<file path="config.mk">
export PLATFORM = sky130hd
export DESIGN_NAME = rvsr_regs
export DESIGN_NICKNAME = d
export VERILOG_FILES = /design/src/common/rvsr_pkg.sv /design/src/design/rvsr_regs.sv
export SDC_FILE = /design/constraint.sdc
export NUM_CORES = 1
export LEC_CHECK = 0
export BUFFER_PORTS_ARGS = -buffer_cell sky130_fd_sc_hd__buf_4
export CORE_AREA = 2 2 99 101
export DETAILED_ROUTE_END_ITERATION = 7
export DIE_AREA = 0 0 101 103
export GPL_TIMING_DRIVEN = 0
export PLACE_DENSITY_LB_ADDON = 0.3
export REMOVE_ABC_BUFFERS = 1
export SYNTH_ARGS = -nofsm -noshare
export SYNTH_HDL_FRONTEND = slang
export SYNTH_SLANG_ARGS = --single-unit
</file>
<file path="constraint.sdc">
create_clock -name ref_clk_in -period 3.3 [get_ports ref_clk_in]
set_input_delay 0.33 -clock ref_clk_in [delete_from_list [all_inputs] [get_ports ref_clk_in]]
set_output_delay 0.33 -clock ref_clk_in [all_outputs]
set_load 0.01 [all_outputs]
</file>
<file path="src/common/rvsr_pkg.sv">
// package: register offsets, layouts and voltage decode constants
package rvsr_pkg;
	// ------------------------------------------------------------
	// register offsets and reset values
	// ------------------------------------------------------------
	localparam logic [7:0] SETPOINT_ADDR = 8'h02;
	localparam logic [7:0] STATUS_ADDR = 8'h03;
	localparam logic [7:0] SETPOINT_RESET = 8'h00;
	localparam logic [7:0] STATUS_RESET = 8'h00;
	// ------------------------------------------------------------
	// status bit positions
	// ------------------------------------------------------------
	localparam int WARN_BIT = 7;
	localparam int ON_BIT = 6;
	localparam int BOOT_BIT = 5;
	localparam int RAMP_BIT = 4;
	localparam int HICCUP_BIT = 3;
	localparam int THERMAL_BIT = 2;
	localparam int LATCH_BIT = 1;
	localparam int GOOD_BIT = 0;
	// ------------------------------------------------------------
	// voltage decode, millivolts
	// ------------------------------------------------------------
	localparam logic [7:0] FLOOR_TOP_CODE = 8'h3B;
	localparam logic [7:0] FINE_BASE_CODE = 8'h3C;
	localparam logic [7:0] COARSE_BASE_CODE = 8'h80;
	localparam logic [11:0] FLOOR_MV = 12'h258;
	localparam logic [11:0] FINE_BASE_MV = 12'h262;
	localparam logic [11:0] FINE_STEP_MV = 12'h00A;
	localparam logic [11:0] COARSE_BASE_MV = 12'h514;
	localparam logic [11:0] COARSE_STEP_MV = 12'h014;
	// ------------------------------------------------------------
	// carriers
	// ------------------------------------------------------------
	typedef struct packed {
		logic thermal_warning_flag;
		logic converter_on;
		logic boot_error;
		logic ramp_complete_flag;
		logic hiccup_active;
		logic thermal_fault_flag;
		logic latched_off;
		logic output_good_flag;
	} rvsr_cond_t;
	typedef struct packed {
		logic wr_en;
		logic rd_en;
		logic [7:0] addr;
		logic [7:0] wdata;
	} rvsr_req_t;
endpackage

</file>
<file path="src/design/rvsr_regs.sv">
// regulator setpoint and status register bank
`timescale 1ns/1ps
// ------------------------------------------------------------
// Overview of operation
// codes 0x00 to 0x3B give the 0.6 V floor target
// codes 0x3C to 0x7F step 10 mV from 0.61 V to 1.28 V
// codes 0x80 to 0xFF step 20 mV from 1.3 V to 3.84 V
// status register is eight read-only bits, zero after power-on
// bit 7 shows thermal warning
// bit 6 shows converter on
// bit 5 shows boot-up fault
// bit 4 shows soft-start ramp complete
// bit 3 shows current-limit hiccup
// bit 2 shows overtemperature fault
// bit 1 shows output latched off
// bit 0 shows output power good
// host reaches registers by byte address from the two-wire engine
// host writes to status are ignored
// setpoint is read/write, returns last write, resets to zero
// ------------------------------------------------------------
module rvsr_regs (
	input wire logic ref_clk_in,
	input wire logic reset_in,
	input wire rvsr_pkg::rvsr_req_t req_in,
	input wire rvsr_pkg::rvsr_cond_t cond_in,
	output logic [7:0] rdata_out,
	output logic rvalid_out,
	output logic [7:0] voltage_code_out,
	output logic [11:0] target_mv_out
);
	// ------------------------------------------------------------
	// condition synchronisers
	// ------------------------------------------------------------
	// conditions come from the analog loop, so two flops first
	logic [7:0] sync1_q, sync1_d;
	logic [7:0] status_q, status_d;
	logic [7:0] setpoint_q, setpoint_d;
	logic [7:0] rdata_q, rdata_d;
	logic rvalid_q, rvalid_d;
	logic [11:0] mv_q, mv_d;
	logic [11:0] fine_off;
	logic [11:0] coarse_off;

	always_comb
	begin
		sync1_d = cond_in;
		status_d = sync1_q;
	end

	// ------------------------------------------------------------
	// register access
	// ------------------------------------------------------------
	always_comb
	begin
		setpoint_d = setpoint_q;
		rdata_d = rdata_q;
		rvalid_d = req_in.rd_en;
		// status has no write path at all
		if (req_in.wr_en && req_in.addr == rvsr_pkg::SETPOINT_ADDR)
			setpoint_d = req_in.wdata;
		if (req_in.rd_en)
		begin
			case (req_in.addr)
				rvsr_pkg::SETPOINT_ADDR: rdata_d = setpoint_q;
				rvsr_pkg::STATUS_ADDR: rdata_d = status_q;
				default: rdata_d = 8'h00;
			endcase
		end
	end

	// ------------------------------------------------------------
	// voltage decode
	// ------------------------------------------------------------
	// multiply-free: step times offset is small, tools fold it
	always_comb
	begin
		fine_off = 12'({4'h0, setpoint_q} - {4'h0, rvsr_pkg::FINE_BASE_CODE});
		coarse_off = 12'({4'h0, setpoint_q}
			- {4'h0, rvsr_pkg::COARSE_BASE_CODE});
		if (setpoint_q <= rvsr_pkg::FLOOR_TOP_CODE)
			mv_d = rvsr_pkg::FLOOR_MV;
		else if (setpoint_q < rvsr_pkg::COARSE_BASE_CODE)
			mv_d = 12'(rvsr_pkg::FINE_BASE_MV
				+ fine_off * rvsr_pkg::FINE_STEP_MV);
		else
			mv_d = 12'(rvsr_pkg::COARSE_BASE_MV
				+ coarse_off * rvsr_pkg::COARSE_STEP_MV);
	end

	// ------------------------------------------------------------
	// state registers, one process per group
	// ------------------------------------------------------------
	// both stages clear, so status reads zero at once after reset
	always_ff @(posedge ref_clk_in)
	begin
		if (reset_in)
		begin
			sync1_q <= rvsr_pkg::STATUS_RESET;
			status_q <= rvsr_pkg::STATUS_RESET;
		end
		else
		begin
			sync1_q <= sync1_d;
			status_q <= status_d;
		end
	end

	always_ff @(posedge ref_clk_in)
	begin
		if (reset_in)
		begin
			setpoint_q <= rvsr_pkg::SETPOINT_RESET;
			rdata_q <= 8'h00;
			rvalid_q <= 1'b0;
		end
		else
		begin
			setpoint_q <= setpoint_d;
			rdata_q <= rdata_d;
			rvalid_q <= rvalid_d;
		end
	end

	// target resets to the floor, matching the zero code
	always_ff @(posedge ref_clk_in)
	begin
		if (reset_in)
		begin
			mv_q <= rvsr_pkg::FLOOR_MV;
		end
		else
		begin
			mv_q <= mv_d;
		end
	end

	assign rdata_out = rdata_q;
	assign rvalid_out = rvalid_q;
	assign voltage_code_out = setpoint_q;
	assign target_mv_out = mv_q;
endmodule

</file>
* Word-level counts from Yosys, hierarchy flattened *
Index checks and enable logic that the tools add are counted.

word-level totals
  flip-flop bits (word level) = 45
  output and inout port bits = 29
  word-level logic and storage cells = 20

cells by class
  $add $sub $neg = 4
  multiply operators = 2
  $lt $le $gt $ge = 2
  eq/ne operators = 2
  mux-type cells = 2
  reductions and logical operators = 2

operators by type and width
  cell                                                            count
  equality test 8 x 2 -> 1 bit, second input constant             2
  one-hot mux 8 bit (2 select lines)                              1
  adder 10 x 12 -> 12 bit, first input constant                   1
  adder 11 x 12 -> 12 bit, first input constant                   1
  multiplier 12 x 3 -> 10 bit, second input constant              1
  multiplier 12 x 3 -> 11 bit, second input constant              1
  2-to-1 mux 12 bit                                               1
  subtractor 8 x 6 -> 9 bit, second input constant                1
  subtractor 8 x 8 -> 9 bit, second input constant                1
  less-or-equal comparator 8 x 6 -> 1 bit, second input constant  1
  less-than comparator 8 bit, second input constant               1
  OR reduction 2 bit                                              1
  logical AND 1 bit                                               1

* Logic depth before layout (Yosys ltp) *
  word-level depth = 4
  gate-level depth with buffers = 13
  gate-level depth less buffers = 13

* Least setup slack after synthesis *
OpenSTA, ideal clock, no wires.

  kind = register to register
  start = register setpoint_q[7], in the netlist voltage_code_out[7]
  end = register mv_q[11], in the netlist target_mv_out[11]
  arrival = 2947 ps
  path slack = 230 ps
  stages on the path, launching flop included = 13
  buffers on the path = 0
  period minus slack after synthesis = 3070 ps
  path through = dfxtp_1 clkinv_1 ha_1 and3_1 a21boi_1 ha_1 ha_1 nor3b_1 a221oi_1 nand3_2 a31oi_1 a2bb2oi_1 nor3_2

on the way
  longest elaborated chain between the ends = 4
  elaborated cells on any way between the ends = 10
  classes of those cells = 4 x add/sub; 2 x mul; 2 x order compare; 1 x mux; 1 x reduce/logical

RTL lines
  element                                                                            line                              text
  start, declared                                                                    rvsr_regs.sv:37                   logic [7:0] setpoint_q, setpoint_d;
  start signal, assigned                                                             rvsr_regs.sv:112                  setpoint_q <= rvsr_pkg::SETPOINT_RESET;
  start signal, assigned                                                             rvsr_regs.sv:118                  setpoint_q <= setpoint_d;
  subtractor 8 x 8 -> 9 bit / subtractor 8 x 6 -> 9 bit (equally long branches)      rvsr_regs.sv:79, rvsr_regs.sv:77
  multiplier 12 x 3 -> 10 bit / multiplier 12 x 3 -> 11 bit (equally long branches)  rvsr_regs.sv:87, rvsr_regs.sv:84
  adder 11 x 12 -> 12 bit / adder 10 x 12 -> 12 bit (equally long branches)          rvsr_regs.sv:87, rvsr_regs.sv:84
  2-to-1 mux 12 bit                                                                  rvsr_regs.sv:82                   else if (setpoint_q < rvsr_pkg::COARSE_BASE_CODE)
  end signal, assigned                                                               rvsr_regs.sv:129                  mv_q <= rvsr_pkg::FLOOR_MV;
  end signal, assigned                                                               rvsr_regs.sv:133                  mv_q <= mv_d;
  end, declared                                                                      rvsr_regs.sv:40                   logic [11:0] mv_q, mv_d;

Several ways; a longest one is shown, not always the timed one.
A chain may end at the register's enable or synchronous reset.

* Worst setup path after layout *
  start = register setpoint_q[2], in the netlist voltage_code_out[2]
  end = register mv_q[8], in the netlist target_mv_out[8]

Same word-level chain as after synthesis.

==> impl_metrics.prom <==
# TYPE chip_impl_metric gauge
chip_impl_metric{name="hold_viol_final",unit=""} 0
chip_impl_metric{name="track_usage",unit=""} 0.1248
chip_impl_info{name="worstSetupStartpointType",value="flop"} 1
chip_impl_metric{name="power_density",unit="nW/µm²"} 310.3
chip_impl_metric{name="synth.top_cell.area_share",unit=""} 0.3200
chip_impl_metric{name="grt_pass1_vias",unit=""} 2271
chip_impl_info{name="min_delay_path_class",value="input port to flop"} 1
chip_impl_info{name="tritoncts",value="done"} 1
chip_impl_metric{name="critPathMaxStageDelay",unit="ps"} 450
chip_impl_metric{name="avgViaCountPerCell",unit=""} 4.983
chip_impl_metric{name="worst-slew-pin-transition",unit="ps"} 526.2
chip_impl_metric{name="grt_first_pass_wirelength",unit="µm"} 10490
chip_impl_info{name="crit_end",value="target_mv_out[8]"} 1
chip_impl_metric{name="setup_viol",unit=""} 0
chip_impl_metric{name="port_buffers",unit=""} 55
chip_impl_metric{name="synth-edff-count",unit=""} 0
chip_impl_info{name="rsz_0062_raised_after_global_routing",value="no"} 1
chip_impl_info{name="reg2reg_capture_point",value="target_mv_out[8]"} 1
chip_impl_metric{name="ys_seq_area_frac",unit=""} 0.3200
chip_impl_metric{name="crit_cells",unit=""} 12
chip_impl_metric{name="yosys_register_bits",unit=""} 44
chip_impl_metric{name="reg2reg_depth",unit=""} 12
chip_impl_metric{name="drv_cap",unit=""} 0
chip_impl_metric{name="max_fclk",unit="MHz"} 324.2
chip_impl_metric{name="fp.dieArea",unit="µm²"} 10400
chip_impl_info{name="timing.critical_path.cells",value="inv_1 -> ha_1 -> inv_1 -> ha_1 -> ha_1 -> inv_1 -> fa_1 -> nor2b_4 -> o31ai_1 -> xnor2_1 -> and3b_1 -> o311a_1"} 1
chip_impl_metric{name="place.detailed.hpwl",unit="µm"} 4889
chip_impl_metric{name="clock-sinks",unit=""} 44
chip_impl_metric{name="route.vias.total",unit=""} 2342
chip_impl_info{name="worstReg2RegStart",value="voltage_code_out[2]"} 1
chip_impl_metric{name="slew-limit-headroom",unit=""} 0.6492
chip_impl_metric{name="ys.warnings.count",unit=""} 0
chip_impl_metric{name="timing.clock.skew",unit="ps"} 9.380
chip_impl_metric{name="finalWeightedCongestion",unit=""} 0.8202
chip_impl_metric{name="slew_viol_final",unit=""} 0
chip_impl_metric{name="drt-wirelength-per-cell",unit="µm"} 13.69
chip_impl_info{name="leading_area_contributor_after_synthesis",value="dfxtp_1"} 1
chip_impl_metric{name="first_iter_violations",unit=""} 97
chip_impl_metric{name="cp_data_arrival_time",unit="ps"} 3280
chip_impl_info{name="post_synth_main_area_contributors",value="dfxtp_1 32%, ha_1 15%, nor2b_1 4.8%"} 1
chip_impl_info{name="clk_root_buffer_cell",value="clkbuf_8"} 1
chip_impl_metric{name="synthesis.area_per_instance",unit="µm²"} 9.085
chip_impl_metric{name="antenna_violating_nets_post_route",unit=""} 0
chip_impl_metric{name="starting_utilization_of_the_core_area",unit=""} 0.2910
chip_impl_info{name="ys.flop_type",value="dfxtp_1"} 1
chip_impl_metric{name="cts_hold_buffers",unit=""} 0
chip_impl_metric{name="worst_ir_drop_vdd",unit="mV"} 0.1788
chip_impl_metric{name="pin_count_of_the_biggest_net_entering_global_routing",unit=""} 36
chip_impl_metric{name="critical_path_peak_fanout",unit=""} 9
chip_impl_metric{name="cts_buffers",unit=""} 5
chip_impl_info{name="run_status",value="complete, no violations"} 1
chip_impl_metric{name="power.total",unit="mW"} 1.065
chip_impl_metric{name="antennaDiodeCount",unit=""} 0
chip_impl_metric{name="grt.overflow.total",unit=""} 0
chip_impl_metric{name="final_net_count",unit=""} 418
chip_impl_metric{name="crit_required",unit="ps"} 3500
chip_impl_metric{name="total_wirelength",unit="µm"} 6435
chip_impl_metric{name="synthCells",unit=""} 303
chip_impl_metric{name="floorplan.io_pins",unit=""} 57
chip_impl_info{name="critical_path_class",value="flop to flop"} 1
chip_impl_info{name="critical-path-slowest-cell",value="dfxtp_2"} 1
chip_impl_metric{name="syn-cell-area",unit="µm²"} 2753
chip_impl_info{name="startpoint_of_the_most_critical_setup_path",value="voltage_code_out[2]"} 1
chip_impl_metric{name="syn2layout_area_growth",unit="%"} 24.73
chip_impl_metric{name="hold_depth",unit=""} 2
chip_impl_info{name="end_kind",value="flop"} 1
chip_impl_metric{name="share_of_cells_above_drive_strength_1",unit=""} 0.2472
chip_impl_metric{name="fin_worst_hold_slack",unit="ps"} 224.2
chip_impl_metric{name="period_share",unit=""} 0.9348
chip_impl_metric{name="floorplan.core_area",unit="µm²"} 9459
chip_impl_metric{name="clkLatencyLatePin",unit="ps"} 310
chip_impl_metric{name="share_of_synthesized_flip_flops_with_an_asynchronous_set_or_reset",unit=""} 0
chip_impl_metric{name="synth_cell_type_count",unit=""} 62
chip_impl_metric{name="cts_max_level",unit=""} 2
chip_impl_metric{name="fillers",unit=""} 993
chip_impl_metric{name="fp-row-count",unit=""} 36
chip_impl_metric{name="die_height",unit="µm"} 103
chip_impl_metric{name="grt_antenna_before_repair",unit=""} 0
chip_impl_metric{name="cp_num_buf_inv",unit=""} 3
chip_impl_metric{name="drc",unit=""} 0
chip_impl_metric{name="clk_pin_slew_worst_paths",unit="ps"} 100
chip_impl_info{name="timing.critical_path.max_delay_family",value="adder cells"} 1
chip_impl_metric{name="number_of_detailed_route_iterations_in_the_first_pass",unit=""} 4
chip_impl_metric{name="ff2ff_setup_slack",unit="ps"} 220
chip_impl_metric{name="dieWidth",unit="µm"} 101
chip_impl_metric{name="period_minus_slack",unit="ps"} 3085
chip_impl_metric{name="ctsLongestPathBuffers",unit=""} 2
chip_impl_metric{name="leak",unit="nW"} 1.483
report_power, final:
| group | total [mW] | internal, mW | switching [mW] |
|---|---|---|---|
| Sequential | 0.549 | 0.544 | 0.00502 |
| Clock | 0.448 | 0.234 | 0.214 |
| Combinational | 0.0679 | 0.0384 | 0.0295 |
worst register-to-register path, cell delays in order, from the launching register on:
cell	delay [ps]
dfxtp_2	450
inv_1	120
ha_1	290
inv_1	50
ha_1	270
ha_1	180
inv_1	60
fa_1	430
nor2b_4	150
o31ai_1	90
xnor2_1	370
and3b_1	230
o311a_1	300
logic make-up after synthesis:
kind of cell | share of synthesized area
buffers and inverters | 0.03591
adders and majority gates | 0.1645
xor gates and xnor gates | 0.06364
and+or+nand+nor | 0.1982
other | 0.001362
DFF | 0.3200
AOI/OAI and AO/OA | 0.2127
muxes | 0.003637
placed cells by master (no fill, tap or decap), types with 2 or more instances in the layout:
master    synthesis  final
buf_4             2     56
dfxtp_1          44     40
ha_1             33     33
nor2b_1          21     21
nand3_1          19     19
nor2_1           19     19
nand2_1          18     18
a21oi_1          15     15
xnor2_1          13     12
a211oi_1         12     11
inv_1            10     10
a22oi_1           8      8
xor2_1            7      7
a21o_1            5      5
clkbuf_8          0      5
o21ai_0           4      4
a211o_1           3      3
o211ai_1          3      3
dfxtp_2           0      3
and3_1            2      2
inv_2             2      2
o311a_1           2      2
o21ai_1           2      2
o21a_1            2      2
a2111o_1          2      2
nor3b_1           2      2
a221oi_2          1      2
a31oi_1           3      2
nand2b_1          2      2
nor3_1            2      2
o22ai_1           2      2
and3b_1           2      2
a311o_1           2      2
a211oi_2          1      2
fa_1              2      2
cells in the mapped netlist, drive strengths merged, types with 2 or more instances:
library cell   n
a211oi        13
a311o          2
xor2           7
xnor2         13
or2            2
o311ai         2
buf            3
nand3         20
nor3           3
ha            33
o211ai         3
a211o          3
a21boi         2
inv           12
nor2b         22
dfxtp         44
o22ai          2
a22oi          8
and3b          2
a31oi          3
nor3b          3
nor2          21
nand2b         2
and3           2
o21ai          6
nand2         18
clkbuf         8
o311a          2
a21o           5
fa             2
a21oi         15
a221oi         2
o21a           2
a2111o         2
what timing repair did:
item                                   4_1_cts  5_1_grt
setup buffers                                0        1
pin swaps                                    0        1
endpoints found under the hold margin        0        0
resized for setup                            5        8
setup endpoints to repair                    4        4
final cells by class:
class                           count  area (µm²)  area share
Clock buffer                        5       68.82     0.02004
Tap cell                          114       142.6     0.04155
Multi-Input combinational cell    235        1809      0.5270
Clock inverter                      3       50.05     0.01458
Timing Repair Buffer               56       420.4      0.1224
Sequential cell                    44       888.4      0.2587
Inverter                           13       53.80     0.01567
sequential cells by signal, summed over array words and instances (netlist names):
register,cells
status_q,8
status_d,8
rvalid_out,1
target_mv_out,11
rdata_out,8
voltage_code_out,8
routing by layer:
metal | vias up | share of wire | global-route usage
met1 | 1082 | 0.46 | 0.1521
met5 | - | 0 | 0
met2 | 52 | 0.49 | 0.2226
met3 | 4 | 0.049 | 0.03119
li1 | 1204 | - | -
met4 | 0 | 0.0053 | 0.02807
how the worst min path moves through the flow:
stage                           start                   to  slack (ps)
after floorplan              reset_in  voltage_code_out[0]         400
after global placement    status_d[6]          status_q[6]         420
after detailed placement  status_d[3]          status_q[3]         420
after CTS                  cond_in[1]          status_d[1]         220
after global routing       cond_in[2]          status_d[2]         230
final                      cond_in[0]          status_d[0]         220
stage by stage:
| step | cell area (µm²) | instances | util | setup TNS, ps | setup slack (ps) |
|---|---|---|---|---|---|
| global route | 3433 | 470 | 0.3630 | 0 | 8.554 |
| global placement | 3258 | 461 | 0.3444 | -2596 | -893.1 |
| detailed placement | 3258 | 461 | 0.3444 | -3007 | -1028 |
| CTS | 3390 | 469 | 0.3583 | 0 | 28.29 |
| floorplan | 2703 | 292 | - | -563.8 | -259.7 |
| finish | 3433 | 470 | 0.3630 | 0 | 215.2 |
Power figures use the tool's default switching activity.
